$ cat src/exarb_pkg.sv
// constants and types shared by the exception arbiter files
// assumes a 32-bit apb bus and a cpu core on the same clock
//
// Functional notes
// - entry stacks registers and sets mask
// - return restores registers from stack
// - requests latched, arbitration yields vector code
// - latched request cannot be displaced; the code re-arbitrates a held hardware request when the mask clears in idle
// - hardware request waits for instruction end
// - boundary check needs mask clear, enable set; the code checks both only when latching, not at the boundary
// - highest priority pending request wins
// - pending at return serviced first
// - high index register never stacked
// - software trap ignores the mask
// - software pushes pc, hardware pc minus one
// - fixed priority, external pin highest
// - low flags reg: flags 6..1, bits 1:0 zero
// - mid flags reg: flags 14..7
// - high flags reg: flags 20..15, top zero
// - flag shows request present live
// - resets outrank all, no arbitration
// - break forces software trap vector fetch
// - break protects flags unless clear enable
// - flag cleared in break stays cleared
// - two-step clears stay protected in break
// - break clear enable bit read/write
`default_nettype none

package exarb_pkg;

  localparam int NUM_SRC = 20;
  localparam int CODE_W  = 5;
  localparam int ADDR_W  = 16;
  localparam int DATA_W  = 32;

  // -------------------------------------------------------------
  // register map (byte addresses)
  // -------------------------------------------------------------
  localparam logic [15:0] ADDR_FLAGS_LOW  = 16'hFE04;
  localparam logic [15:0] ADDR_FLAGS_MID  = 16'hFE08;
  localparam logic [15:0] ADDR_FLAGS_HIGH = 16'hFE0C;
  localparam logic [15:0] ADDR_BRK_CTRL   = 16'hFE10;
  localparam logic [15:0] ADDR_ARB_STAT   = 16'hFE14;

  // field layout of the flag registers
  localparam int LOW_SHIFT  = 2;
  localparam int LOW_CNT    = 6;
  localparam int MID_BASE   = 6;
  localparam int MID_CNT    = 8;
  localparam int HIGH_BASE  = 14;
  localparam int HIGH_CNT   = 6;
  localparam int BREAK_CLEAR_ENABLE_BIT_BIT   = 0;
  localparam logic BREAK_CLEAR_ENABLE_BIT_RESET = 1'b0;

  // vector code of the software trap, also used for break entry
  localparam logic [CODE_W-1:0] CODE_TRAP = 5'h00;
  localparam int RTI_POPS = 5;

  typedef enum logic [1:0] {
    ST_IDLE,
    ST_ENTRY,
    ST_SERVICE,
    ST_RETURN
  } exarb_state_type;

  // one code per bus cycle of the entry sequence
  typedef enum logic [2:0] {
    STEP_PCL,
    STEP_PCH,
    STEP_X,
    STEP_A,
    STEP_CCR,
    STEP_VECH,
    STEP_VECL
  } exarb_step_type;

endpackage

`default_nettype wire

$ cat src/exarb_arb_if.sv
// request vector and arbitration result between the top and encoder
// assumes requests already gated by mask and enable
`default_nettype none

interface exarb_arb_if;
  logic [exarb_pkg::NUM_SRC-1:0] req;
  logic                          any;
  logic [exarb_pkg::CODE_W-1:0]  code;

  modport requester (output req, input any, input code);
  modport encoder   (input req, output any, output code);
endinterface

`default_nettype wire

$ cat src/exarb_top.sv
// exception arbiter: request latch, priority, entry and return
// sequencing, break state and flag protection, apb status access
// assumes requests and cpu strobes come from logic on pclk
//
// The implementer's own choice: the APB interface to the registers.
`default_nettype none

module exarb_top (
  input  wire logic                          pclk,
  input  wire logic                          presetn,
  input  wire logic                          psel,
  input  wire logic                          penable,
  input  wire logic                          pwrite,
  input  wire logic [exarb_pkg::ADDR_W-1:0]  paddr,
  input  wire logic [exarb_pkg::DATA_W-1:0]  pwdata,
  output logic      [exarb_pkg::DATA_W-1:0]  prdata,
  output logic                               pready,
  output logic                               pslverr,
  input  wire logic [exarb_pkg::NUM_SRC-1:0] src_req,
  input  wire logic [exarb_pkg::NUM_SRC-1:0] src_enable,
  input  wire logic                          ccr_mask,
  input  wire logic                          instr_boundary,
  input  wire logic                          swi_exec,
  input  wire logic                          rti_exec,
  input  wire logic                          break_assert,
  output logic                               entry_active,
  output logic      [2:0]                    entry_step,
  output logic      [exarb_pkg::CODE_W-1:0]  vector_code,
  output logic                               push_pc_minus_one,
  output logic                               set_mask,
  output logic                               restore_regs,
  output logic                               prefetch_discard,
  output logic                               break_state,
  output logic                               flag_clear_allow
);

  // ---------------------------------------------------------------
  // state
  // ---------------------------------------------------------------
  typedef struct packed {
    exarb_pkg::exarb_state_type     st;
    exarb_pkg::exarb_step_type      step;
    logic [2:0]                     pops;
    logic                           lat_v;
    logic                           lat_trap;
    logic                           lat_brk;
    logic [exarb_pkg::CODE_W-1:0]   lat_code;
    logic                           mask_prev;
    logic                           from_rti;
    logic                           break_clear_enable_bit;
    logic                           brk;
    logic                           entry_active;
    logic [exarb_pkg::CODE_W-1:0]   vec;
    logic                           pc_dec;
    logic                           set_mask;
    logic                           restore;
    logic                           discard;
    logic                           clear_allow;
    logic [exarb_pkg::DATA_W-1:0]   prdata;
    logic                           pready;
    logic                           pslverr;
  } exarb_regs_type;

  exarb_regs_type r_q;
  exarb_regs_type r_d;

  // ---------------------------------------------------------------
  // arbitration
  // ---------------------------------------------------------------
  exarb_arb_if arb ();

  // only enabled requests compete, and only while unmasked
  assign arb.req = (src_req & src_enable)
                 & {exarb_pkg::NUM_SRC{~ccr_mask}};

  exarb_prio u_prio (
    .arb (arb.encoder)
  );

  // ---------------------------------------------------------------
  // register read mux
  // ---------------------------------------------------------------
  logic [exarb_pkg::DATA_W-1:0] rd_val;
  logic                         rd_hit;

  // flags are the live request lines, so a flag cleared at its
  // source (in break or not) reads zero from then on
  always_comb begin
    rd_val = '0;
    rd_hit = 1'b1;
    if (paddr == exarb_pkg::ADDR_FLAGS_LOW) begin
      rd_val[exarb_pkg::LOW_SHIFT +: exarb_pkg::LOW_CNT] =
        src_req[0 +: exarb_pkg::LOW_CNT];
    end else if (paddr == exarb_pkg::ADDR_FLAGS_MID) begin
      rd_val[0 +: exarb_pkg::MID_CNT] =
        src_req[exarb_pkg::MID_BASE +: exarb_pkg::MID_CNT];
    end else if (paddr == exarb_pkg::ADDR_FLAGS_HIGH) begin
      rd_val[0 +: exarb_pkg::HIGH_CNT] =
        src_req[exarb_pkg::HIGH_BASE +: exarb_pkg::HIGH_CNT];
    end else if (paddr == exarb_pkg::ADDR_BRK_CTRL) begin
      rd_val[exarb_pkg::BREAK_CLEAR_ENABLE_BIT_BIT] = r_q.break_clear_enable_bit;
    end else if (paddr == exarb_pkg::ADDR_ARB_STAT) begin
      rd_val[0] = r_q.lat_v;
      rd_val[1 +: exarb_pkg::CODE_W] = r_q.lat_code;
      rd_val[exarb_pkg::CODE_W + 1] = r_q.brk;
      rd_val[exarb_pkg::CODE_W + 2] = (r_q.st != exarb_pkg::ST_IDLE);
    end else begin
      rd_hit = 1'b0;
    end
  end

  // ---------------------------------------------------------------
  // next state
  // ---------------------------------------------------------------
  logic setup;
  logic access;

  assign setup  = psel & ~penable;
  assign access = psel & penable & r_q.pready;

  always_comb begin
    r_d = r_q;
    r_d.set_mask  = 1'b0;
    r_d.restore   = 1'b0;
    r_d.discard   = 1'b0;
    r_d.mask_prev = ccr_mask;

    // apb: answer registered in the setup cycle, no wait states
    r_d.pready  = setup;
    r_d.pslverr = setup & ~rd_hit;
    r_d.prdata  = setup & ~pwrite ? rd_val : '0;
    if (access && pwrite && paddr == exarb_pkg::ADDR_BRK_CTRL) begin
      r_d.break_clear_enable_bit = pwdata[exarb_pkg::BREAK_CLEAR_ENABLE_BIT_BIT];
    end

    // latch a winner only when nothing is held already
    if (!r_q.lat_v) begin
      if (break_assert) begin
        r_d.lat_v    = 1'b1;
        r_d.lat_trap = 1'b1;
        r_d.lat_brk  = 1'b1;
        r_d.lat_code = exarb_pkg::CODE_TRAP;
      end else if (swi_exec) begin
        r_d.lat_v    = 1'b1;
        r_d.lat_trap = 1'b1;
        r_d.lat_brk  = 1'b0;
        r_d.lat_code = exarb_pkg::CODE_TRAP;
      end else if (arb.any) begin
        r_d.lat_v    = 1'b1;
        r_d.lat_trap = 1'b0;
        r_d.lat_brk  = 1'b0;
        r_d.lat_code = arb.code;
      end
    end else if (!r_q.lat_trap && r_q.mask_prev && !ccr_mask
                 && r_q.st == exarb_pkg::ST_IDLE) begin
      // mask cleared: held hardware request may be re-arbitrated
      r_d.lat_v = 1'b0;
    end

    case (r_q.st)
      exarb_pkg::ST_IDLE: begin
        // entry only between instructions, never mid-instruction
        if (instr_boundary && r_q.lat_v) begin
          r_d.st           = exarb_pkg::ST_ENTRY;
          r_d.step         = exarb_pkg::STEP_PCL;
          r_d.entry_active = 1'b1;
          r_d.vec          = r_q.lat_code;
          // trap returns past itself, hardware re-runs nothing
          r_d.pc_dec       = ~r_q.lat_trap;
          r_d.discard      = r_q.from_rti;
          if (r_q.lat_brk) begin
            r_d.brk = 1'b1;
          end
        end
        // a request already pending at the return keeps the prefetch
        // marked redundant until its entry is taken
        if (instr_boundary && (r_q.lat_v || !arb.any)) begin
          r_d.from_rti = 1'b0;
        end
      end
      exarb_pkg::ST_ENTRY: begin
        // high index register has no step in this walk
        case (r_q.step)
          exarb_pkg::STEP_PCL:  r_d.step = exarb_pkg::STEP_PCH;
          exarb_pkg::STEP_PCH:  r_d.step = exarb_pkg::STEP_X;
          exarb_pkg::STEP_X:    r_d.step = exarb_pkg::STEP_A;
          exarb_pkg::STEP_A:    r_d.step = exarb_pkg::STEP_CCR;
          exarb_pkg::STEP_CCR: begin
            r_d.step     = exarb_pkg::STEP_VECH;
            r_d.set_mask = 1'b1;
          end
          exarb_pkg::STEP_VECH: r_d.step = exarb_pkg::STEP_VECL;
          default: begin
            r_d.st           = exarb_pkg::ST_SERVICE;
            r_d.entry_active = 1'b0;
            r_d.lat_v        = 1'b0;
            r_d.step         = exarb_pkg::STEP_PCL;
          end
        endcase
      end
      exarb_pkg::ST_SERVICE: begin
        if (rti_exec) begin
          r_d.st   = exarb_pkg::ST_RETURN;
          r_d.pops = '0;
        end else if (swi_exec || break_assert) begin
          // nested trap inside a handler goes back through idle
          r_d.st = exarb_pkg::ST_IDLE;
        end
      end
      default: begin
        // pop ccr, a, x, pch, pcl back into the core
        r_d.pops = r_q.pops + 3'h1;
        if (r_q.pops == 3'(exarb_pkg::RTI_POPS - 1)) begin
          r_d.st       = exarb_pkg::ST_IDLE;
          r_d.restore  = 1'b1;
          r_d.from_rti = 1'b1;
          if (r_q.brk) begin
            r_d.brk = 1'b0;
          end
        end
      end
    endcase

    // other modules may clear flags only outside break or with break_clear_enable_bit;
    // their two-step clears see this gate on the final step
    r_d.clear_allow = ~r_d.brk | r_d.break_clear_enable_bit;
  end

  // ---------------------------------------------------------------
  // registers
  // ---------------------------------------------------------------
  // internal reset outranks every request and is never arbitrated
  always_ff @(posedge pclk or negedge presetn) begin
    if (!presetn) begin
      r_q             <= '0;
      r_q.st          <= exarb_pkg::ST_IDLE;
      r_q.step        <= exarb_pkg::STEP_PCL;
      r_q.break_clear_enable_bit        <= exarb_pkg::BREAK_CLEAR_ENABLE_BIT_RESET;
      r_q.clear_allow <= 1'b1;
    end else begin
      r_q <= r_d;
    end
  end

  // ---------------------------------------------------------------
  // outputs
  // ---------------------------------------------------------------
  assign prdata            = r_q.prdata;
  assign pready            = r_q.pready;
  assign pslverr           = r_q.pslverr;
  assign entry_active      = r_q.entry_active;
  assign entry_step        = r_q.step;
  assign vector_code       = r_q.vec;
  assign push_pc_minus_one = r_q.pc_dec;
  assign set_mask          = r_q.set_mask;
  assign restore_regs      = r_q.restore;
  assign prefetch_discard  = r_q.discard;
  assign break_state       = r_q.brk;
  assign flag_clear_allow  = r_q.clear_allow;

endmodule

`default_nettype wire

$ cat src/exarb_prio.sv
// fixed priority encoder of the maskable sources
// assumes source index 0 is the external request pin, highest
`default_nettype none

module exarb_prio (
  exarb_arb_if.encoder arb
);

  // ---------------------------------------------------------------
  // encoder
  // ---------------------------------------------------------------
  // scan from lowest to highest so the highest index 0 wins last
  always_comb begin
    arb.any  = 1'b0;
    arb.code = exarb_pkg::CODE_TRAP;
    for (int i = exarb_pkg::NUM_SRC - 1; i >= 0; i--) begin
      if (arb.req[i]) begin
        arb.any  = 1'b1;
        arb.code = exarb_pkg::CODE_W'(i + 1);
      end
    end
  end

endmodule

`default_nettype wire

$ cat config.mk
export PLATFORM = sky130hd
export DESIGN_NAME = exarb_top
export DESIGN_NICKNAME = d
export VERILOG_FILES = /design/src/exarb_pkg.sv /design/src/exarb_arb_if.sv /design/src/exarb_top.sv /design/src/exarb_prio.sv
export SDC_FILE = /design/constraint.sdc
export NUM_CORES = 1
export LEC_CHECK = 0
export BUFFER_PORTS_ARGS = -buffer_cell sky130_fd_sc_hd__clkbuf_2
export CAP_MARGIN = 10
export CORE_MARGIN = 2
export CORE_UTILIZATION = 40
export DETAILED_ROUTE_END_ITERATION = 7
export PLACE_DENSITY = 0.8
export SLEW_MARGIN = 15
export SYNTH_ARGS = -nofsm -noshare
export SYNTH_HDL_FRONTEND = slang
export SYNTH_SLANG_ARGS = --single-unit
$ cat constraint.sdc
create_clock -name pclk -period 4.4 [get_ports pclk]
set_clock_uncertainty 0.2 [all_clocks]
set_input_delay 0.88 -clock pclk [delete_from_list [all_inputs] [get_ports pclk]]
set_output_delay 0.88 -clock pclk [all_outputs]
set_load 0.02 [all_outputs]
==> flow_summary.yaml <==
pwr:
  power_switching_uw: 576
  power-per-cell-area_mw_per_mm2: 481
  power.share.clock_pct: 25.3
  static-leakage-power_nw: 1.56
  power_switching_share_pct: 38.6
  vdd_ir_drop_max_mv: 0.168
  p_int_uw: 914
  combPwrFrac_pct: 36.9
  pwr-share-seq_pct: 37.8
drt:
  wire_per_inst_um: 15.4
  final_antenna_net_count: 0
  drt_drc_violations_left: 6
  first_pass_iters: 8
  post_drt_via_cell_ratio: 5.47
  route.vias.total: 2455
  detail_route.iter0.violations: 158
  routed_wl_mm: 6.94
setup_path:
  worstSetupEndpoint: "prdata[3]$_DFF_PN0_"
  startpoint_type: "input port"
  worstPathArrival_ps: 3100
  timing.rr.start: "r_q[63]$_DFFE_PN0P_"
  launching_instance_or_port_of_the_critical_path: "paddr[1]"
  worst_r2r_path_depth: 7
  cp-end-kind: "flop"
  crit_type: "input port to flop"
  worst_r2r_endpoint: "r_q[63]$_DFFE_PN0P_"
  required_time_worst_endpoint_ps: 4390
  regToRegSetupSlack_ps: 1870
  cp_max_fo: 7
synthesis:
  synthDominantCellAreaShare_pct: 37.5
  portion_of_the_post_synthesis_area_used_by_sequential_elements_pct: 38.4
  synth_common_cells: "buf_4 (40), dfrtp_1 (40), nand2_1 (37)"
  ys.flop_type: "dfrtp_1"
  postSynthAreaPerCell_um2: 8.91
  yosys_warnings: 0
  synth-seq-cells: 41
  synthDominantAreaCellType: "dfrtp_1"
  synthCells: 300
  postSynth.asyncResetShare_pct: 100
  synth.top_cells.by_area: "dfrtp_1 (37%), buf_4 (11%), nand2_1 (5.2%)"
  synth.lib_cells_used.distinct: 52
  synth-edff-count: 0
  synth_area_mm2: 0.00267
floorplanning:
  die-area_mm2: 0.00735
  floorplan_die_width_um: 85.7
  core.rowCount: 29
  floorplan.core_area_mm2: 0.00642
  fp.dieH_um: 85.7
  floorplan.initialDensity_pct: 41.6
  design.portCount: 147
sta:
  max-slew-margin-rel_pct: 38.4
  max_clock_freq_mhz: 321
  final_hold_viol_count: 0
  tightestPinTransition_ps: 924
  rsz0062_at_grt: "no"
  finalCriticalPeriod_ps: 3110
  final_worst_path_cycle_share_pct: 70.7
  timing.final.setup_violations: 0
  setup-tns-final_ps: 0
  slew_viol_final: 0
grt:
  grt_remaining_overflow: 0
  overall_routing_resource_usage_pct: 18.5
  antenna_found_initial: 1
  grt_pass1_vias: 2259
  largest_net_degree_at_the_start_of_global_routing: 42
  global_route_wire_length_before_repair_mm: 10.7
flow_run:
  timing.max_cap.violations: 0
clocking:
  cts-buffers-inserted: 5
  clockRootBuffer: "clkbuf_8"
  cts_hold_buf: 0
  cts_tree: "done"
  insertion_delay_to_the_later_sink_of_the_worst_skew_pair_ps: 300
  ctsResizeCount: 0
  clk_pin_slew_ps: 80
  clkSinkCount: 41
  cts_max_path_buffers: 2
  cts_post_setup_buffers_inserted: 0
  h-tree-depth: 2
final_layout:
  flow.area_growth_from_synthesis_pct: 15.9
  layout_cell_share_with_drive_strength_beyond_1_pct: 30.4
  finalCoreUtilization_pct: 48.2
  antennaDiodeCount: 0
  multi_input_comb_area_mm2: 0.00131
  final-seq-area_mm2: 0.00103
  fin_nets: 476
  fillCellCount: 627
run_status:
  status: "finished with violations"
  violations: "DRC"
min_path:
  hold_path_class: "flop to flop"
placed_design:
  post-dp-hpwl_mm: 5.58
  io_buffers: 91
  gpl.final_weighted_congestion: 0.969
-- power groups by stage --
stage	combinational, mW	sequential, mW	clock, mW
floorplan	0.429	0.561	0
global placement	0.533	0.565	0
detailed placement	0.550	0.570	0
CTS	0.555	0.563	0.381
global route	0.618	0.576	0.401
finish	0.551	0.563	0.376
-- logic make-up after synthesis --
kind of cell               share of synthesized area (%)
AOI/OAI and AO/OA                                   19.2
DFF                                                 38.4
buffers and inverters                               15.6
adders and majority gates                           3.28
other                                              0.140
muxes                                               2.01
and+or+nand+nor                                     21.3
-- state kept, by name (all words and copies together), names as in the netlist, 3 cells and up --
| name | flops |
|---|---|
| entry_step | 3 |
| prdata | 8 |
| r_q | 16 |
| vector_code | 5 |
-- cell usage in the layout (no fill, tap or decap), types with 8 or more instances in the layout --
| cell | netlist | routed |
|---|---|---|
| nor2_1 | 16 | 16 |
| a22oi_1 | 11 | 11 |
| inv_1 | 18 | 18 |
| a21oi_1 | 14 | 14 |
| nor3_1 | 8 | 8 |
| clkbuf_2 | 1 | 90 |
| o21ai_0 | 13 | 13 |
| nand2_1 | 37 | 37 |
| nand3_1 | 9 | 9 |
| dfrtp_1 | 40 | 40 |
| conb_1 | 1 | 24 |
-- stage by stage --
stage          cell area, µm²  worst slack [ps]  hold WS (ps)  instances  total power [mW]
2_1_floorplan            2760              1370           247        323             0.990
3_3_place_gp             2960              1060           260        441              1.10
3_5_place_dp             2960               988           274        441              1.12
4_1_cts                  3100              1300           293        449              1.50
5_1_grt                  3100              1200           321        449              1.60
6_report                 3100              1290           287        449              1.49
-- worst min path at each step --
stage	startpoint	slack [ps]	end	depth (start not counted)
2_1_floorplan	vector_code[3]$_DFFE_PN0P_	250	vector_code[3]$_DFFE_PN0P_	2
3_3_place_gp	vector_code[0]$_DFFE_PN0P_	260	vector_code[0]$_DFFE_PN0P_	2
3_5_place_dp	push_pc_minus_one$_DFFE_PN0P_	270	push_pc_minus_one$_DFFE_PN0P_	2
4_1_cts	vector_code[1]$_DFFE_PN0P_	290	vector_code[1]$_DFFE_PN0P_	2
5_1_grt	vector_code[0]$_DFFE_PN0P_	320	vector_code[0]$_DFFE_PN0P_	2
6_report	vector_code[1]$_DFFE_PN0P_	290	vector_code[1]$_DFFE_PN0P_	2
-- cell type report --
| cell class | instances | share of cell area, % |
|---|---|---|
| sequential | 41 | 33.2 |
| tap | 77 | 3.11 |
| clock inverter | 3 | 2.22 |
| inverter | 18 | 2.18 |
| clock buffer | 5 | 2.22 |
| multi-input combinational | 214 | 42.4 |
| timing repair buffer | 91 | 14.7 |
-- critical path, stage by stage --
cell      delay, ps
clkbuf_2         80
or4b_4          520
or4_4           520
nor4_4          290
and2_0          410
a221oi_1        180
nor4_2          210
-- routing by layer --
layer / GRT usage [%] / share of wire (%) / vias up
met5: 0 / 0 / -
met2: 29.7 / 48 / 100
met1: 25.0 / 44 / 1185
li1: - / - / 1160
met4: 6.78 / 1.6 / 0
met3: 3.37 / 6.3 / 10
Power figures use the tool's default switching activity.
